==> src/flpa_pkg.sv <==
// Constants, encodings and types shared by the programming access block
package flpa_pkg;
    // Parallel command codes
    localparam logic [7:0] CMD_CHIP_ERASE = 8'h80;
    localparam logic [7:0] CMD_WR_FUSE    = 8'h40;
    localparam logic [7:0] CMD_WR_LOCK    = 8'h20;
    localparam logic [7:0] CMD_RD_FUSE    = 8'h04;
    localparam logic [7:0] CMD_RD_SIG     = 8'h08;
    localparam logic [7:0] CMD_RST        = 8'h00;
    // Action select codes
    localparam logic [1:0] ACT_ADDR = 2'b00;
    localparam logic [1:0] ACT_DATA = 2'b01;
    localparam logic [1:0] ACT_CMD  = 2'b10;
    // Serial instruction bytes
    localparam logic [7:0] SER_PE_B1   = 8'hac;
    localparam logic [7:0] SER_PE_B2   = 8'h53;
    localparam logic [2:0] SER_CE_TOP  = 3'h4;
    localparam logic [7:0] SER_RD_EE   = 8'ha0;
    localparam logic [7:0] SER_WR_EE   = 8'hc0;
    localparam logic [4:0] BIT_B3_END  = 5'h17;
    localparam logic [4:0] BIT_RD      = 5'h18;
    localparam logic [4:0] BIT_LAST    = 5'h1f;
    localparam logic [2:0] BYTE_END    = 3'h7;
    // Reset contents of the configuration bytes
    localparam logic [7:0] FUSE_LO_RST = 8'hff;
    localparam logic [7:0] FUSE_HI_RST = 8'hff;
    localparam logic [7:0] LOCK_RST    = 8'hff;
    localparam logic [7:0] ERASED      = 8'hff;
    // Identity bytes, values arbitrary
    localparam logic [7:0] SIG0 = 8'h5a;
    localparam logic [7:0] SIG1 = 8'h01;
    localparam logic [7:0] SIG2 = 8'h02;
    localparam logic [7:0] CAL  = 8'h80;
    localparam logic [7:0] SIG_ADDR0 = 8'h00;
    localparam logic [7:0] SIG_ADDR1 = 8'h01;
    localparam logic [7:0] SIG_ADDR2 = 8'h02;
    // Timing in ns and derived cycle counts
    localparam int CLK_NS      = 8;
    localparam int T_WR_MIN_NS = 3700000;
    localparam int T_WR_MAX_NS = 4500000;
    localparam int T_CE_MIN_NS = 7500000;
    localparam int T_CE_MAX_NS = 9000000;
    localparam int T_RB_MAX_NS = 1000;
    localparam int CNT_W       = 21;
    function automatic int cyc_ceil(input int t_ns);
        return (t_ns + CLK_NS - 1) / CLK_NS;
    endfunction
    localparam logic [CNT_W-1:0] WR_CYC = CNT_W'(cyc_ceil(T_WR_MIN_NS));
    localparam logic [CNT_W-1:0] CE_CYC = CNT_W'(cyc_ceil(T_CE_MIN_NS));
    localparam int RB_CYC = T_RB_MAX_NS / CLK_NS;
    // Memory and queue geometry
    localparam int MEM_AW     = 4;
    localparam int MEM_DEPTH  = 16;
    localparam int FIFO_DEPTH = 4;
    localparam logic [1:0] OP_ERASE = 2'b00;
    localparam logic [1:0] OP_EE_WR = 2'b01;
    localparam int REQ_W = 2 + MEM_AW + 8;
    // Pin bundle positions
    localparam int PIN_W  = 18;
    localparam int P_RSTN = 17;
    localparam int P_SCK  = 16;
    localparam int P_MOSI = 15;
    localparam int P_LD   = 14;
    localparam int P_WRN  = 13;
    localparam int P_OEN  = 12;
    localparam int P_BS1  = 11;
    localparam int P_BS2  = 10;
    localparam int P_ACT  = 8;
    // Write engine states
    typedef enum logic [1:0] {
        ST_IDLE  = 2'b00,
        ST_CLEAR = 2'b01,
        ST_STORE = 2'b11,
        ST_WAIT  = 2'b10
    } flpa_state_t;
endpackage

==> src/flpa_fifo.sv <==
// Small request queue with valid and ready on both sides
`timescale 1ns/1ns
module flpa_fifo #(
    parameter int W = 8,
    parameter int D = 4
) (
    // Clock and reset
    input  wire logic         clock,
    input  wire logic         rst,
    // Fill side
    input  wire logic         in_valid,
    output logic              in_ready,
    input  wire logic [W-1:0] in_data,
    // Drain side
    output logic              out_valid,
    input  wire logic         out_ready,
    output logic [W-1:0]      out_data
);
    localparam int AW = $clog2(D);
    typedef struct packed {
        logic [D-1:0][W-1:0] slots;
        logic [AW-1:0]       wp;
        logic [AW-1:0]       rp;
        logic [AW:0]         cnt;
    } flpa_fifo_t;
    flpa_fifo_t st_r;
    flpa_fifo_t st_nxt;
    logic       push;
    logic       pop;

    // Honest full and empty flags
    assign in_ready  = st_r.cnt != (AW+1)'(D);
    assign out_valid = st_r.cnt != '0;
    assign out_data  = st_r.slots[st_r.rp];
    assign push      = in_valid && in_ready;
    assign pop       = out_valid && out_ready;

    // Pointer and count update
    always_comb
    begin
        st_nxt = st_r;
        if (push)
        begin
            st_nxt.slots[st_r.wp] = in_data;
            st_nxt.wp = st_r.wp + 1'b1;
        end
        if (pop)
            st_nxt.rp = st_r.rp + 1'b1;
        st_nxt.cnt = st_r.cnt + (AW+1)'(push) - (AW+1)'(pop);
    end

    // State register
    always_ff @(posedge clock or posedge rst)
    begin
        if (rst)
            st_r <= '0;
        else
            st_r <= st_nxt;
    end
endmodule

==> src/flpa_mem.sv <==
// Byte array for the data memory, registered read port
`timescale 1ns/1ns
module flpa_mem (
    // Clock
    input  wire logic                        clock,
    // Write port
    input  wire logic                        wr_en,
    input  wire logic [flpa_pkg::MEM_AW-1:0] wr_addr,
    input  wire logic [7:0]                  wr_data,
    // Read port
    input  wire logic [flpa_pkg::MEM_AW-1:0] rd_addr,
    output logic [7:0]                       rd_data
);
    logic [7:0] cells_r [flpa_pkg::MEM_DEPTH];

    // Write and registered read
    always_ff @(posedge clock)
    begin
        if (wr_en)
            cells_r[wr_addr] <= wr_data;
        rd_data <= cells_r[rd_addr];
    end
endmodule

==> src/flpa_top.sv <==
// Fuse, lock and identity access over parallel pins, data memory access over serial link
`timescale 1ns/1ns
module flpa_top #(
    parameter logic [flpa_pkg::CNT_W-1:0] WR_CYCLES = flpa_pkg::WR_CYC,
    parameter logic [flpa_pkg::CNT_W-1:0] CE_CYCLES = flpa_pkg::CE_CYC
) (
    // Clock and reset
    input  wire logic       clock,
    input  wire logic       rst,
    // Parallel programming pins
    input  wire logic [1:0] action_select,
    input  wire logic       byte_select_one,
    input  wire logic       byte_select_two,
    input  wire logic       load_strobe,
    input  wire logic       prog_strobe_n,
    input  wire logic       out_enable_n,
    input  wire logic [7:0] data_in,
    output logic [7:0]      data_out,
    output logic            data_oe_n,
    output logic            ready_busy_flag,
    // Serial programming pins
    input  wire logic       reset_pin_n,
    input  wire logic       sck,
    input  wire logic       mosi,
    output logic            miso
);
    typedef struct packed {
        logic [flpa_pkg::PIN_W-1:0]  s1;
        logic [flpa_pkg::PIN_W-1:0]  s2;
        logic [flpa_pkg::PIN_W-1:0]  s3;
        logic [flpa_pkg::PIN_W-1:0]  flt;
        flpa_pkg::flpa_state_t       st;
        logic                        ers;
        logic [7:0]                  cmd;
        logic [7:0]                  addr_lo;
        logic [7:0]                  data_lo;
        logic [7:0]                  fuse_lo;
        logic [7:0]                  fuse_hi;
        logic [7:0]                  lock;
        logic [flpa_pkg::CNT_W-1:0]  tmr;
        logic [flpa_pkg::MEM_AW-1:0] ptr;
        logic [7:0]                  wdat;
        logic                        rdy;
        logic [7:0]                  dout;
        logic                        doe_n;
        logic                        prog_en;
        logic [31:0]                 sh;
        logic [4:0]                  bits;
        logic [7:0]                  osh;
        logic                        miso;
        logic                        pend;
        logic [flpa_pkg::REQ_W-1:0]  req;
        logic [flpa_pkg::MEM_AW-1:0] raddr;
    } flpa_regs_t;

    flpa_regs_t                  st_r;
    flpa_regs_t                  st_nxt;
    logic [flpa_pkg::PIN_W-1:0]  pins;
    logic [flpa_pkg::PIN_W-1:0]  flt_nxt;
    logic [flpa_pkg::PIN_W-1:0]  rise;
    logic [flpa_pkg::PIN_W-1:0]  fall;
    logic                        ser_mode;
    logic                        par_cmd_ok;
    logic                        par_start;
    logic                        rd_cmd;
    logic                        q_in_ready;
    logic                        q_out_valid;
    logic                        q_out_ready;
    logic [flpa_pkg::REQ_W-1:0]  q_out_data;
    logic                        mem_we;
    logic [7:0]                  mem_wdata;
    logic [7:0]                  mem_rdata;
    logic [31:0]                 word;

    // Pin bundle and the filtered view of it
    assign pins = {reset_pin_n, sck, mosi, load_strobe, prog_strobe_n, out_enable_n,
                   byte_select_one, byte_select_two, action_select, data_in};
    assign flt_nxt = (st_r.s3 & ~(st_r.s2 ^ st_r.s3)) | (st_r.flt & (st_r.s2 ^ st_r.s3));
    assign rise = flt_nxt & ~st_r.flt;
    assign fall = ~flt_nxt & st_r.flt;
    assign ser_mode = ~st_r.flt[flpa_pkg::P_RSTN];

    // Parallel start of a self-timed operation
    assign par_cmd_ok = (st_r.cmd == flpa_pkg::CMD_WR_FUSE && !st_r.flt[flpa_pkg::P_BS2])
                     || st_r.cmd == flpa_pkg::CMD_WR_LOCK
                     || st_r.cmd == flpa_pkg::CMD_CHIP_ERASE;
    assign par_start = fall[flpa_pkg::P_WRN] && st_r.st == flpa_pkg::ST_IDLE
                    && !ser_mode && par_cmd_ok;
    assign rd_cmd = st_r.cmd == flpa_pkg::CMD_RD_FUSE || st_r.cmd == flpa_pkg::CMD_RD_SIG;

    // Queue drains only while idle and no parallel start wins the cycle
    assign q_out_ready = (st_r.st == flpa_pkg::ST_IDLE) && !par_start;
    assign word = {st_r.sh[30:0], st_r.flt[flpa_pkg::P_MOSI]};

    // Array write port
    assign mem_we = st_r.st == flpa_pkg::ST_CLEAR || st_r.st == flpa_pkg::ST_STORE;
    assign mem_wdata = (st_r.st == flpa_pkg::ST_CLEAR) ? flpa_pkg::ERASED : st_r.wdat;

    // Outputs straight from flops
    assign data_out = st_r.dout;
    assign data_oe_n = st_r.doe_n;
    assign ready_busy_flag = st_r.rdy;
    assign miso = st_r.miso;

    // Next-state logic
    always_comb
    begin
        st_nxt = st_r;
        // Three-stage synchronisers, change taken when stages two and three agree
        st_nxt.s1 = pins;
        st_nxt.s2 = st_r.s1;
        st_nxt.s3 = st_r.s2;
        st_nxt.flt = flt_nxt;

        // Load strobe latches command, address or data
        if (rise[flpa_pkg::P_LD] && !st_r.flt[flpa_pkg::P_BS1])
        begin
            if (st_r.flt[flpa_pkg::P_ACT +: 2] == flpa_pkg::ACT_CMD)
                st_nxt.cmd = st_r.flt[7:0];
            else if (st_r.flt[flpa_pkg::P_ACT +: 2] == flpa_pkg::ACT_DATA)
                st_nxt.data_lo = st_r.flt[7:0];
            else if (st_r.flt[flpa_pkg::P_ACT +: 2] == flpa_pkg::ACT_ADDR)
                st_nxt.addr_lo = st_r.flt[7:0];
        end

        // Parallel write or erase start
        if (par_start)
        begin
            st_nxt.st = flpa_pkg::ST_WAIT;
            st_nxt.tmr = WR_CYCLES;
            st_nxt.ers = 1'b0;
            if (st_r.cmd == flpa_pkg::CMD_WR_FUSE && st_r.flt[flpa_pkg::P_BS1])
                st_nxt.fuse_hi = st_r.data_lo;
            else if (st_r.cmd == flpa_pkg::CMD_WR_FUSE)
                st_nxt.fuse_lo = st_r.data_lo;
            else if (st_r.cmd == flpa_pkg::CMD_WR_LOCK)
                st_nxt.lock = st_r.lock & st_r.data_lo;
            else
            begin
                st_nxt.st = flpa_pkg::ST_CLEAR;
                st_nxt.tmr = CE_CYCLES;
                st_nxt.ers = 1'b1;
                st_nxt.ptr = '0;
            end
        end
        else if (q_out_valid && q_out_ready)
        begin
            st_nxt.st = flpa_pkg::ST_CLEAR;
            st_nxt.ptr = q_out_data[8 +: flpa_pkg::MEM_AW];
            st_nxt.wdat = q_out_data[7:0];
            st_nxt.ers = q_out_data[flpa_pkg::REQ_W-1 -: 2] == flpa_pkg::OP_ERASE;
            st_nxt.tmr = st_nxt.ers ? CE_CYCLES : WR_CYCLES;
            if (st_nxt.ers)
                st_nxt.ptr = '0;
        end

        // Write engine; timer runs in every busy state
        if (st_r.st != flpa_pkg::ST_IDLE)
            st_nxt.tmr = st_r.tmr - 1'b1;
        case (st_r.st)
            flpa_pkg::ST_CLEAR:
            begin
                if (!st_r.ers)
                    st_nxt.st = flpa_pkg::ST_STORE;
                else if (st_r.ptr == flpa_pkg::MEM_AW'(flpa_pkg::MEM_DEPTH - 1))
                begin
                    st_nxt.st = flpa_pkg::ST_WAIT;
                    st_nxt.lock = flpa_pkg::LOCK_RST;
                end
                else
                    st_nxt.ptr = st_r.ptr + 1'b1;
            end
            flpa_pkg::ST_STORE:
                st_nxt.st = flpa_pkg::ST_WAIT;
            flpa_pkg::ST_WAIT:
                if (st_r.tmr == flpa_pkg::CNT_W'(1))
                    st_nxt.st = flpa_pkg::ST_IDLE;
            default:
                ;
        endcase
        st_nxt.rdy = st_nxt.st == flpa_pkg::ST_IDLE;

        // Parallel read mux, bus driven only during a read with enable low
        st_nxt.doe_n = !(rd_cmd && !st_r.flt[flpa_pkg::P_OEN]);
        st_nxt.dout = flpa_pkg::ERASED;
        if (st_r.cmd == flpa_pkg::CMD_RD_FUSE)
        begin
            if (!st_r.flt[flpa_pkg::P_BS1] && !st_r.flt[flpa_pkg::P_BS2])
                st_nxt.dout = st_r.fuse_lo;
            else if (st_r.flt[flpa_pkg::P_BS1] && st_r.flt[flpa_pkg::P_BS2])
                st_nxt.dout = st_r.fuse_hi;
            else if (st_r.flt[flpa_pkg::P_BS1])
                st_nxt.dout = st_r.lock;
        end
        else if (st_r.flt[flpa_pkg::P_BS1])
            st_nxt.dout = flpa_pkg::CAL;
        else if (st_r.addr_lo == flpa_pkg::SIG_ADDR0)
            st_nxt.dout = flpa_pkg::SIG0;
        else if (st_r.addr_lo == flpa_pkg::SIG_ADDR1)
            st_nxt.dout = flpa_pkg::SIG1;
        else if (st_r.addr_lo == flpa_pkg::SIG_ADDR2)
            st_nxt.dout = flpa_pkg::SIG2;

        // Queue hand-off of a pending serial request
        if (st_r.pend && q_in_ready)
            st_nxt.pend = 1'b0;

        // Serial link, active only while the reset pin is low
        if (!ser_mode)
        begin
            st_nxt.bits = '0;
            st_nxt.prog_en = 1'b0;
            st_nxt.pend = 1'b0;
        end
        else
        begin
            if (rise[flpa_pkg::P_SCK])
            begin
                st_nxt.sh = word;
                st_nxt.bits = st_r.bits + 1'b1;
                if (st_r.bits[2:0] == flpa_pkg::BYTE_END)
                    st_nxt.osh = word[7:0];
                if (st_r.bits == flpa_pkg::BIT_B3_END)
                    st_nxt.raddr = word[flpa_pkg::MEM_AW-1:0];
                if (st_r.bits == flpa_pkg::BIT_LAST)
                begin
                    if (word[31:24] == flpa_pkg::SER_PE_B1 && word[23:16] == flpa_pkg::SER_PE_B2)
                        st_nxt.prog_en = 1'b1;
                    else if (st_r.prog_en && !st_r.pend)
                    begin
                        if (word[31:24] == flpa_pkg::SER_PE_B1
                            && word[23:21] == flpa_pkg::SER_CE_TOP)
                        begin
                            st_nxt.pend = 1'b1;
                            st_nxt.req = {flpa_pkg::OP_ERASE, {(flpa_pkg::MEM_AW+8){1'b0}}};
                        end
                        else if (word[31:24] == flpa_pkg::SER_WR_EE)
                        begin
                            st_nxt.pend = 1'b1;
                            st_nxt.req = {flpa_pkg::OP_EE_WR, word[8 +: flpa_pkg::MEM_AW],
                                          word[7:0]};
                        end
                    end
                end
            end
            if (fall[flpa_pkg::P_SCK])
            begin
                if (st_r.bits == flpa_pkg::BIT_RD && st_r.sh[23:16] == flpa_pkg::SER_RD_EE)
                begin
                    st_nxt.miso = mem_rdata[7];
                    st_nxt.osh = {mem_rdata[6:0], 1'b0};
                end
                else
                begin
                    st_nxt.miso = st_r.osh[7];
                    st_nxt.osh = {st_r.osh[6:0], 1'b0};
                end
            end
        end
    end

    // State register
    always_ff @(posedge clock or posedge rst)
    begin
        if (rst)
        begin
            st_r <= '0;
            st_r.st <= flpa_pkg::ST_IDLE;
            st_r.cmd <= flpa_pkg::CMD_RST;
            st_r.fuse_lo <= flpa_pkg::FUSE_LO_RST;
            st_r.fuse_hi <= flpa_pkg::FUSE_HI_RST;
            st_r.lock <= flpa_pkg::LOCK_RST;
            st_r.rdy <= 1'b1;
            st_r.doe_n <= 1'b1;
            st_r.dout <= flpa_pkg::ERASED;
        end
        else
            st_r <= st_nxt;
    end

    // Serial request queue, stalled while the engine is busy
    flpa_fifo #(
        .W (flpa_pkg::REQ_W),
        .D (flpa_pkg::FIFO_DEPTH)
    ) u_fifo (
        .clock     (clock),
        .rst       (rst),
        .in_valid  (st_r.pend),
        .in_ready  (q_in_ready),
        .in_data   (st_r.req),
        .out_valid (q_out_valid),
        .out_ready (q_out_ready),
        .out_data  (q_out_data)
    );

    // Data array
    flpa_mem u_mem (
        .clock   (clock),
        .wr_en   (mem_we),
        .wr_addr (st_r.ptr),
        .wr_data (mem_wdata),
        .rd_addr (st_r.raddr),
        .rd_data (mem_rdata)
    );

    // Busy length counter for the checks below
    logic [flpa_pkg::CNT_W-1:0] busy_cnt_r;
    always_ff @(posedge clock or posedge rst)
    begin
        if (rst)
            busy_cnt_r <= '0;
        else
            busy_cnt_r <= st_r.rdy ? '0 : busy_cnt_r + 1'b1;
    end

    // Checks
    busy_low_a: assert property (@(posedge clock) disable iff (rst)
        par_start |=> !ready_busy_flag) else $error("busy not low after strobe");
    wr_len_a: assert property (@(posedge clock) disable iff (rst)
        $rose(ready_busy_flag) && !st_r.ers |-> busy_cnt_r == WR_CYCLES)
        else $error("write busy length wrong");
    ce_len_a: assert property (@(posedge clock) disable iff (rst)
        $rose(ready_busy_flag) && st_r.ers |-> busy_cnt_r == CE_CYCLES)
        else $error("erase busy length wrong");
    lock_keep_a: assert property (@(posedge clock) disable iff (rst)
        st_r.st != flpa_pkg::ST_CLEAR |=> ((~$past(st_r.lock)) & st_r.lock) == 8'h00)
        else $error("lock bit released outside erase");
    bus_release_a: assert property (@(posedge clock) disable iff (rst)
        st_r.flt[flpa_pkg::P_OEN] |=> data_oe_n) else $error("bus driven with enable high");
    fuse_hi_rd_a: assert property (@(posedge clock) disable iff (rst)
        st_r.cmd == flpa_pkg::CMD_RD_FUSE && !st_r.flt[flpa_pkg::P_OEN]
        && st_r.flt[flpa_pkg::P_BS1] && st_r.flt[flpa_pkg::P_BS2]
        |=> !data_oe_n && data_out == $past(st_r.fuse_hi)) else $error("fuse high read wrong");
    lock_rd_a: assert property (@(posedge clock) disable iff (rst)
        st_r.cmd == flpa_pkg::CMD_RD_FUSE && !st_r.flt[flpa_pkg::P_OEN]
        && st_r.flt[flpa_pkg::P_BS1] && !st_r.flt[flpa_pkg::P_BS2]
        |=> !data_oe_n && data_out == $past(st_r.lock)) else $error("lock read wrong");
    sig_rd_a: assert property (@(posedge clock) disable iff (rst)
        st_r.cmd == flpa_pkg::CMD_RD_SIG && !st_r.flt[flpa_pkg::P_OEN]
        && !st_r.flt[flpa_pkg::P_BS1] && st_r.addr_lo == flpa_pkg::SIG_ADDR2
        |=> data_out == flpa_pkg::SIG2) else $error("signature read wrong");
    pe_gate_a: assert property (@(posedge clock) disable iff (rst)
        !st_r.prog_en |-> !st_r.pend) else $error("request queued before enable");
    auto_erase_a: assert property (@(posedge clock) disable iff (rst)
        st_r.st == flpa_pkg::ST_STORE |-> $past(st_r.st) == flpa_pkg::ST_CLEAR
        && mem_wdata == st_r.wdat) else $error("store without prior erase");
    fuse_wr_c: cover property (@(posedge clock) disable iff (rst)
        par_start && st_r.cmd == flpa_pkg::CMD_WR_FUSE);
    chip_er_c: cover property (@(posedge clock) disable iff (rst)
        st_r.ers && $rose(ready_busy_flag));
    ser_wr_c: cover property (@(posedge clock) disable iff (rst)
        st_r.st == flpa_pkg::ST_STORE);
endmodule

==> config.mk <==
export PLATFORM = sky130hd
export DESIGN_NAME = flpa_top
export DESIGN_NICKNAME = d
export VERILOG_FILES = /design/src/flpa_pkg.sv /design/src/flpa_fifo.sv /design/src/flpa_mem.sv /design/src/flpa_top.sv
export SDC_FILE = /design/constraint.sdc
export NUM_CORES = 1
export LEC_CHECK = 0
export BUFFER_PORTS_ARGS = -buffer_cell sky130_fd_sc_hd__buf_2
export CORE_MARGIN = 10
export CORE_UTILIZATION = 45
export CTS_CLUSTER_SIZE = 20
export DETAILED_ROUTE_END_ITERATION = 8
export PLACE_DENSITY = 0.73
export SYNTH_ARGS = -nofsm -noshare
export SYNTH_HDL_FRONTEND = slang
export SYNTH_SLANG_ARGS = --single-unit
==> constraint.sdc <==
create_clock -name clock -period 8.65 [get_ports clock]
set_input_delay 0.865 -clock clock [delete_from_list [all_inputs] [get_ports clock]]
set_output_delay 0.865 -clock clock [all_outputs]
set_load 0.02 [all_outputs]
==> results of run 1 <==
[registers in the layout, indices dropped and copies added (netlist names)]
signal           flops
data_out             8
st_nxt              36
u_fifo.st_r         59
miso                 1
data_oe_n            1
st_r               183
ready_busy_flag      1
u_mem.cells_r      128
u_mem.rd_data        8
[cell usage after synthesis (all sizes together), types with 15 or more instances]
| master | number | share of area |
|---|---|---|
| nor2 | 62 | 0.015 |
| dfrtp | 255 | 0.37 |
| edfxtp | 128 | 0.22 |
| nand2 | 59 | 0.013 |
| dfstp | 34 | 0.052 |
| ha | 20 | 0.015 |
| nor3 | 19 | 0.0058 |
| mux2 | 150 | 0.10 |
| a21oi | 24 | 0.0085 |
| inv | 22 | 0.0048 |
| nand3 | 15 | 0.0044 |
| buf | 33 | 0.012 |
| mux4 | 53 | 0.070 |
| maj3 | 17 | 0.0099 |
| o21ai | 35 | 0.010 |
| clkbuf | 16 | 0.0035 |
[logic make-up after synthesis]
logic type,count (synthesis),synth area share
flip-flops,425,0.658
AND/OR/NAND/NOR,227,0.0729
multiplexers,208,0.173
AO/OA/AOI/OAI,104,0.0417
buffers and inverters,71,0.0201
adder cells (fa/ha/maj),38,0.0257
XOR/XNOR,17,0.00869
[report_power, final]
group,switching [W],internal [W]
clock,0.000759,0.00113
combinational,0.000280,0.000203
sequential,0.000153,0.00224
total,0.00119,0.00357
[routing by layer]
metal | track usage | up-vias | routed length [µm]
met5 | 0 | - | 0
met4 | 0.0469 | 0 | 694
met3 | 0.0261 | 47 | 1180
met2 | 0.219 | 158 | 15200
met1 | 0.194 | 4713 | 14800
li1 | - | 4091 | -
[critical path, cell delays in order (launching register included)]
cell     delay (ns)
dfrtp_1        0.47
nor2_2         0.55
nand4_2        0.34
o21ai_1        0.89
or2_2          0.27
nand2_1        0.06
ha_1           0.20
fa_1           0.37
xnor2_1        0.13
[layout make-up]
cell class	instances	share of cell area
Timing Repair Buffer	40	0.0124
Inverter	22	0.00449
Tap cell	511	0.0333
Multi-Input combinational cell	594	0.287
Clock inverter	22	0.0112
Sequential cell	425	0.587
Clock buffer	58	0.0647
[worst max path at each step]
| stage | cells after the start | to | start |
|---|---|---|---|
| 2_1_floorplan | 1 | miso$_DFFE_PP0P_ | rst |
| 3_3_place_gp | 10 | st_r[0]$_DFFE_PP0P_ | st_nxt[194]$_DFF_PP0_ |
| 3_5_place_dp | 10 | st_r[3]$_DFFE_PP0P_ | st_nxt[194]$_DFF_PP0_ |
| 4_1_cts | 8 | u_fifo.st_r[2]$_DFF_PP0_ | st_r[158]$_DFF_PP0_ |
| 5_1_grt | 8 | u_fifo.st_r[2]$_DFF_PP0_ | st_r[158]$_DFF_PP0_ |
| 6_report | 8 | u_fifo.st_r[2]$_DFF_PP0_ | st_r[158]$_DFF_PP0_ |
[metrics by stage]
stage	hold WS [ns]	instance area, µm²	worst slack (ns)
final	0.346	19200	5.24
after global routing	0.355	19200	4.93
after CTS	0.348	19200	5.19
after detailed placement	0.335	17800	5.19
after global placement	0.332	17800	5.31
after floorplan	0.331	17100	3.98
==> reports/qor.yml, run 1 <==
logic_synthesis:
  synth-edff-count: 128
  syn-num-nets: 1131
  synthesis.area_um2: 17100
  synth_seq_cells: 425
  ys_dominant_reg_cell: "dfrtp_1"
  synthDistinctLibCells: 71
  synthCells: 1090
  synth_seq_area_share: 0.658
  syn_avg_cell_area_um2: 15.7
  async_flop_share: 0.680
  yosysWarnings: 0
detailed_routing:
  wirelength_mm: 31.9
  wire_per_inst_um: 19.1
  ant_nets: 0
  routed_via_density: 5.39
  first_iter_violations: 561
  drtPass1Iterations: 4
  vias: 9009
  drcViolationCount: 0
floorplanning:
  io_pins: 31
  design.die.area_um2: 46300
  die_h_um: 215
  core_um2: 37600
  die_x_um: 215
  initial_core_util: 0.456
  placementRows: 71
final_layout:
  final_nets: 1168
  final_util: 0.512
  fill_cells: 3010
  drive_gt1_frac: 0.328
  multi_input_area_um2: 5520
  n_antenna_cell: 0
  final_cells: 1672
  seq_area_um2: 11300
  synthToLayoutAreaGrowth_pct: 12.2
  final_cell_mix: "dfrtp_1 (253), mux2_2 (141), edfxtp_1 (128)"
  final_common_cell: "dfrtp_1"
hold_path:
  whs_path_depth: 0
  hold_start: "st_nxt[197]$_DFF_PP0_"
  hold_end: "st_nxt[179]$_DFF_PP0_"
  hold_path_class: "flop to flop"
placed_design:
  gp_congestion: 0.775
  dp_hpwl_mm: 20.7
  numPlacedInstances: 1592
  io_buffers: 30
critical_path:
  r2r_end: "u_fifo.st_r[2]$_DFF_PP0_"
  crit_path_end_kind: "flop"
  rrSetupSlack_ns: 5.24
  path_max_fanout: 16
  worstSetupPathType: "flop to flop"
  startpoint_type: "flop"
  rr_worst_depth: 8
  r2r_start: "st_r[158]$_DFF_PP0_"
  required_ns: 9.09
  cp.arrival_ns: 3.85
global_route:
  antenna_found_initial: 0
  grt_max_degree: 164
  grt.overflow.total: 0
  grt_pass1_vias: 9556
  grt_pass1_wl_mm: 52.7
  track_usage: 0.140
clock_network:
  cts_hold_buf: 0
  htree_levels: 2
  cts_tree: "yes"
  cts_setup_buffers: 0
  cts_root_buffer: "clkbuf_16"
  path_clk_slew_ns: 0.06
  clock_sinks: 425
  ctsLongestPathBuffers: 3
  cts_resized: 0
  clk_latency_ns: 0.56
  cts_buffers: 44
sta:
  rsz0062_at_grt: "no"
  fin_crit_sh: 0.394
  fmax_ghz: 0.293
  finClkSkew_ns: 0.0111
  setup_tns_ns: 0
  slew_headroom: 0.246
  worst_pin_slew_ns: 1.12
  slew_viol_final: 0
  hold_viol_final: 0
  final-setup-viol-count: 0
  period_needed_ns: 3.41
pwr:
  vdd.ir_drop.worst_uv: 215
  p_total_w: 0.00476
  leakagePower_nw: 7.99
  power_density_nw_per_um2: 248
run_status:
  status: "finished clean"
flow_run:
  max-cap-violations: 0
(Power assumes the default switching activity.)
==> run 2: changes to the inputs <==
--- a/config.mk
+++ b/config.mk
@@ -10,7 +10,7 @@
 export CORE_UTILIZATION = 45
 export CTS_CLUSTER_SIZE = 20
 export DETAILED_ROUTE_END_ITERATION = 8
-export PLACE_DENSITY = 0.73
+export PLACE_DENSITY = 0.7
 export SYNTH_ARGS = -nofsm -noshare
 export SYNTH_HDL_FRONTEND = slang
 export SYNTH_SLANG_ARGS = --single-unit
==> constraint.sdc (replaced) <==
create_clock -name clock -period 3.5 [get_ports clock]
set_input_delay 0.35 -clock clock [delete_from_list [all_inputs] [get_ports clock]]
set_output_delay 0.35 -clock clock [all_outputs]
set_load 0.02 [all_outputs]
==> run 2 against run 1 <==
  * Hold slack worse by 0.013 ns
  * Final cell count rose by 1.9%
  * Design area increased by 1.5%
  * Worst setup slack lost 4.5 ns
  * Critical path depth is 2 higher
  * Largest cell class unchanged
  * Largest power group unchanged
==> reports/qor.yml, run 2 (synthesis gave the netlist of run 1 again) <==
clock_network:
  path_clk_slew_ns: 0.06  # about the same
  ctsLongestPathBuffers: 3  # unchanged
  clock_sinks: 425  # unchanged
  cts_root_buffer: "clkbuf_16"
  cts_hold_buf: 19  # +19
  cts_resized: 0  # unchanged
  cts_buffers: 44  # unchanged
  clk_latency_ns: 0.58  # +0.02 ns
  cts_tree: "yes"
  htree_levels: 2  # unchanged
  cts_setup_buffers: 0  # unchanged
run_status:
  status: "finished clean"
floorplanning:
  io_pins: 31  # unchanged
  core_um2: 37600  # unchanged
  die_h_um: 215  # unchanged
  die_x_um: 215  # unchanged
  initial_core_util: 0.456  # unchanged
  placementRows: 71  # unchanged
  design.die.area_um2: 46300  # unchanged
sta:
  worst_slack_ns: 0.710  # -4.53 ns
  final-setup-viol-count: 0  # unchanged
  finClkSkew_ns: 0.0229  # +0.0117 ns
  rsz0062_at_grt: "no"
  hold_viol_final: 0  # unchanged
  fmax_ghz: 0.358  # +22%
  fin_crit_sh: 0.797  # +0.403
  slew_viol_final: 0  # unchanged
  period_needed_ns: 2.79  # -0.619 ns
  worst_pin_slew_ns: 0.966  # -0.158 ns
  whs_ns: 0.333  # -0.0133 ns
  slew_headroom: 0.353  # +0.107
placed_design:
  place_ws_ns: 0.724  # -4.46 ns
  gp_congestion: 0.783  # +0.98%
  io_buffers: 30  # unchanged
  dp_hpwl_mm: 20.7  # about the same
global_route:
  grt_max_degree: 116  # -29%
  grt_pass1_vias: 9475  # -0.85%
  antenna_found_initial: 0  # unchanged
  track_usage: 0.142  # +0.00185
  grt.overflow.total: 0  # unchanged
  grt_pass1_wl_mm: 52.9  # +0.38%
flow_run:
  max-cap-violations: 0  # unchanged
critical_path:
  required_ns: 3.95  # -5.14 ns
  path_max_fanout: 14  # -2
  startpoint_type: "flop"
  worstSetupPathType: "flop to flop"
  cp.arrival_ns: 3.24  # -0.61 ns
  crit_path_end_kind: "flop"
pwr:
  power_density_nw_per_um2: 603  # +140%
  p_total_w: 0.0118  # +150%
  leakagePower_nw: 8.11  # +1.6%
  vdd.ir_drop.worst_uv: 485  # +130%
final_layout:
  final_nets: 1196  # +2.4%
  drive_gt1_frac: 0.332  # +0.00349
  fill_cells: 3038  # +0.93%
  reg.largest.list: "st_r: 183 flops, u_mem.cells_r: 128 flops, u_fifo.st_r: 59 flops"
  synthToLayoutAreaGrowth_pct: 13.8
  largest-register: "st_r"
  final_util: 0.519  # +0.00753
  final_cell_mix: "dfrtp_1 (253), mux2_2 (141), edfxtp_1 (128)"
  final_common_cell: "dfrtp_1"
  largest_register_ffs: 183  # unchanged
detailed_routing:
  wire_per_inst_um: 19.0  # -0.60%
  drcViolationCount: 0  # unchanged
  ant_nets: 0  # unchanged
  vias: 9087  # +0.87%
  first_iter_violations: 577  # +2.9%
  drtPass1Iterations: 5  # +1
  wirelength_mm: 32.3  # +1.2%
  routed_via_density: 5.34  # -0.97%
hold_path:
  hold_path_class: "input pin to asynchronous set/reset pin"
## run 2: per-stage QoR
stage               std cells  setup TNS [ns]  area [µm²]
floorplan                1090         -167.14       17100
global placement         1601               0       17900
detailed placement       1601               0       17900
CTS                      1702               0       19500
global route             1702               0       19500
finish                   1703               0       19500
## run 2: per-layer routing
| layer | vias to the layer above | track usage | share of wire |
|---|---|---|---|
| li1 | 4149 | - | - |
| met1 | 4704 | 0.193 | 0.45 |
| met2 | 180 | 0.223 | 0.47 |
| met3 | 54 | 0.0278 | 0.045 |
| met4 | 0 | 0.0523 | 0.027 |
| met5 | - | 0 | 0 |
## run 2: worst max-delay path: stages, from the launching register on
cell,delay [ns]
dfrtp_1,0.37
nand2_1,0.06
nand2_1,0.06
o21ai_0,0.13
inv_1,0.11
ha_1,0.50
nor2b_2,0.32
nand4_1,0.14
nor4_1,0.25
o21ai_1,0.38
a22o_1,0.35
## run 2: worst paths after layout
kind / cells past startpoint / end / from / slack [ns]
setup reg to reg: 10 / st_r[9]$_DFFE_PP0P_ / st_nxt[194]$_DFF_PP0_ / 0.71
hold / removal: 3 / st_r[163]$_DFFE_PP0N_ / rst / 0.33
hold reg to reg: 0 / st_nxt[189]$_DFF_PP0_ / st_nxt[207]$_DFF_PP0_ / 0.34
setup / recovery: 10 / st_r[9]$_DFFE_PP0P_ / st_nxt[194]$_DFF_PP0_ / 0.71
max in group asynchronous: 4 / st_r[1]$_DFFE_PP0P_ / rst / 2.26
min in group clock: 0 / st_nxt[189]$_DFF_PP0_ / st_nxt[207]$_DFF_PP0_ / 0.34
## run 2: layout make-up
| cell class | instances | area (µm²) | area share |
|---|---|---|---|
| Antenna cell | 1 | 2.50 | 0.000128 |
| Clock buffer | 56 | 1210 | 0.0618 |
| Clock inverter | 26 | 251 | 0.0129 |
| Inverter | 22 | 86.3 | 0.00442 |
| Multi-Input combinational cell | 594 | 5520 | 0.283 |
| Sequential cell | 425 | 11300 | 0.578 |
| Tap cell | 511 | 639 | 0.0328 |
| Timing Repair Buffer | 68 | 520 | 0.0267 |
## run 2: power breakdown
group	internal (W)	switching [W]
clock network	0.00269	0.00196
logic	0.000529	0.000704
registers	0.00552	0.000361
==> run 3: changes to the inputs <==
==> constraint.sdc (replaced) <==
create_clock -name clock -period 2.6 [get_ports clock]
set_input_delay 0.26 -clock clock [delete_from_list [all_inputs] [get_ports clock]]
set_output_delay 0.26 -clock clock [all_outputs]
set_load 0.02 [all_outputs]
==> run 3 against run 2 <==
  * Die area unchanged
  * Final cell count grew 0.76%
  * Critical path type unchanged
  * Clock-buffer cell count is 4 higher
  * Hold slack worse by 0.040 ns
  * Critical endpoint is now u_fifo.st_r[1]$_DFF_PP0_
  * Sequential power rose by 35%
  * Highest routed layer unchanged
  * Maximum frequency up 22%
==> reports/qor.yml, run 3 (synthesis gave the netlist of run 1 again) <==
clock_network:
  clk_latency_ns: 0.58  # about the same
  clock_sinks: 425  # unchanged
  cts_buffers: 43  # -2.3%
  ctsLongestPathBuffers: 3  # unchanged
  cts_tree: "yes"
  cts_root_buffer: "clkbuf_16"
  path_clk_slew_ns: 0.06  # about the same
  htree_levels: 2  # unchanged
final_layout:
  synthToLayoutAreaGrowth_pct: 14.2
  final_nets: 1212  # +1.3%
  largest-register: "st_r"
  reg.largest.list: "st_r: 183 flops, u_mem.cells_r: 128 flops, u_fifo.st_r: 59 flops"
  final_util: 0.521  # +0.00170
  fill_cells: 3052  # +0.46%
  drive_gt1_frac: 0.339  # +0.00694
  largest_register_ffs: 183  # unchanged
  final_cell_mix: "dfrtp_1 (254), mux2_2 (141), edfxtp_1 (128)"
  n_antenna_cell: 0  # -1
  final_common_cell: "dfrtp_1"
  final_area_um2: 19600  # +0.33%
detailed_routing:
  first_iter_violations: 486  # -16%
  drtPass1Iterations: 5  # unchanged
  ant_nets: 0  # unchanged
  drcViolationCount: 0  # unchanged
  wirelength_mm: 32.6  # +0.71%
  vias: 9155  # +0.75%
  wire_per_inst_um: 19.0  # about the same
  routed_via_density: 5.34  # about the same
run_status:
  status: "finished clean"
flow_run:
  max-cap-violations: 0  # unchanged
sta:
  period_needed_ns: 2.28  # -0.506 ns
  rsz0062_at_grt: "no"
  finClkSkew_ns: 0.0204  # -0.00248 ns
  slew_headroom: 0.512  # +0.159
  hold_viol_final: 0  # unchanged
  fmax_ghz: 0.438  # +22%
  setup_tns_ns: 0  # unchanged
  slew_viol_final: 0  # unchanged
  final-setup-viol-count: 0  # unchanged
  fin_crit_sh: 0.879  # +0.0815
  worst_pin_slew_ns: 0.730  # -0.237 ns
  worst_slack_ns: 0.316  # -0.394 ns
pwr:
  p_sw_frac: 0.258  # +0.000596
  power.internal_w: 0.0115  # +32%
  comb_power_share: 0.110  # +0.005
  power_frac_seq: 0.508  # +0.008
  vdd.ir_drop.worst_uv: 618  # +27%
  leakagePower_nw: 8.20  # +1.0%
  switchingPower_w: 0.00401  # +32%
  power_density_nw_per_um2: 795  # +32%
  clock_power_share: 0.382  # -0.013
hold_path:
  hold_path_class: "input pin to asynchronous set/reset pin"
floorplanning:
  die_x_um: 215  # unchanged
  placementRows: 71  # unchanged
  die_h_um: 215  # unchanged
  design.die.area_um2: 46300  # unchanged
  initial_core_util: 0.456  # unchanged
  io_pins: 31  # unchanged
  core_um2: 37600  # unchanged
global_route:
  track_usage: 0.142  # +0.000192
  antenna_found_initial: 0  # unchanged
  grt_max_degree: 73  # -37%
  grt.overflow.total: 0  # unchanged
  grt_pass1_wl_mm: 53.4  # +0.85%
  grt_pass1_vias: 9525  # +0.53%
critical_path:
  crit_path_end_kind: "flop"
  cp.arrival_ns: 2.73  # -0.51 ns
  startpoint_type: "flop"
  worstSetupPathType: "flop to flop"
  required_ns: 3.04  # -0.91 ns
  path_max_fanout: 6  # -8
placed_design:
  dp_hpwl_mm: 21.0  # +1.6%
  place_ws_ns: 0.317  # -0.406 ns
  io_buffers: 30  # unchanged
  gp_congestion: 0.803  # +2.5%
  placed_area_um2: 18000  # +0.85%
[run 3: final timing paths]
check | start | endpoint | slack [ns] | depth (start not counted)
max reg2reg | st_r[155]$_DFFE_PP0P_ | u_fifo.st_r[1]$_DFF_PP0_ | 0.32 | 7
min reg2reg | st_nxt[204]$_DFF_PP0_ | st_nxt[186]$_DFF_PP0_ | 0.35 | 0
max | st_r[155]$_DFFE_PP0P_ | u_fifo.st_r[1]$_DFF_PP0_ | 0.32 | 7
min in group clock | action_select[1] | st_nxt[205]$_DFF_PP0_ | 0.32 | 2
min | rst | st_r[155]$_DFFE_PP0P_ | 0.29 | 3
max in group asynchronous | rst | st_r[50]$_DFFE_PP0P_ | 1.50 | 4
[run 3: critical path, stage by stage, from the launching register on]
cell and delay [ns]:
dfrtp_1 0.42, nor3b_2 0.20, o31ai_4 0.43, o21ai_1 0.15
or2_2 0.31, nand2_1 0.08, ha_1 0.16, fa_1 0.40
[run 3: through the flow]
step / power (W) / std cells / hold WS (ns)
after floorplan: 0.00925 / 1090 / 0.291
after global placement: 0.00964 / 1618 / 0.310
after detailed placement: 0.00972 / 1618 / 0.318
after CTS: 0.0157 / 1716 / 0.288
after global routing: 0.0162 / 1716 / 0.314
final: 0.0156 / 1716 / 0.293
[run 3: per-layer routing]
layer	share of wire	routed length, µm	vias up	GRT usage
li1	-	-	4181	-
met2	0.49	15800	173	0.229
met5	0	0	-	0
met1	0.45	14600	4744	0.190
met3	0.043	1400	57	0.0303
met4	0.023	740	0	0.0434
[run 3: power by group through the flow]
stage,clock network [W],logic [W],registers [W]
after floorplan,0,0.00134,0.00791
after global placement,0,0.00164,0.00800
after detailed placement,0,0.00170,0.00802
after CTS,0.00608,0.00173,0.00791
after global routing,0.00635,0.00191,0.00798
final,0.00594,0.00171,0.00791
[run 3: cell type report]
type | count | area [µm²] | area share
timing repair buffer | 85 | 673 | 0.0344
clock inverter | 19 | 161 | 0.00825
clock buffer | 60 | 1210 | 0.0617
inverter | 22 | 86.3 | 0.00441
tap | 511 | 639 | 0.0327
multi-input combinational | 594 | 5530 | 0.282
sequential | 425 | 11300 | 0.576
[run 3: what timing repair did]
action                                  4_1_cts  5_1_grt
buffers inserted                              0        0
endpoints found under the setup margin        0       12
gates resized for setup                       0        1
hold buffers                                 19        0
endpoints found under the hold margin        28        0
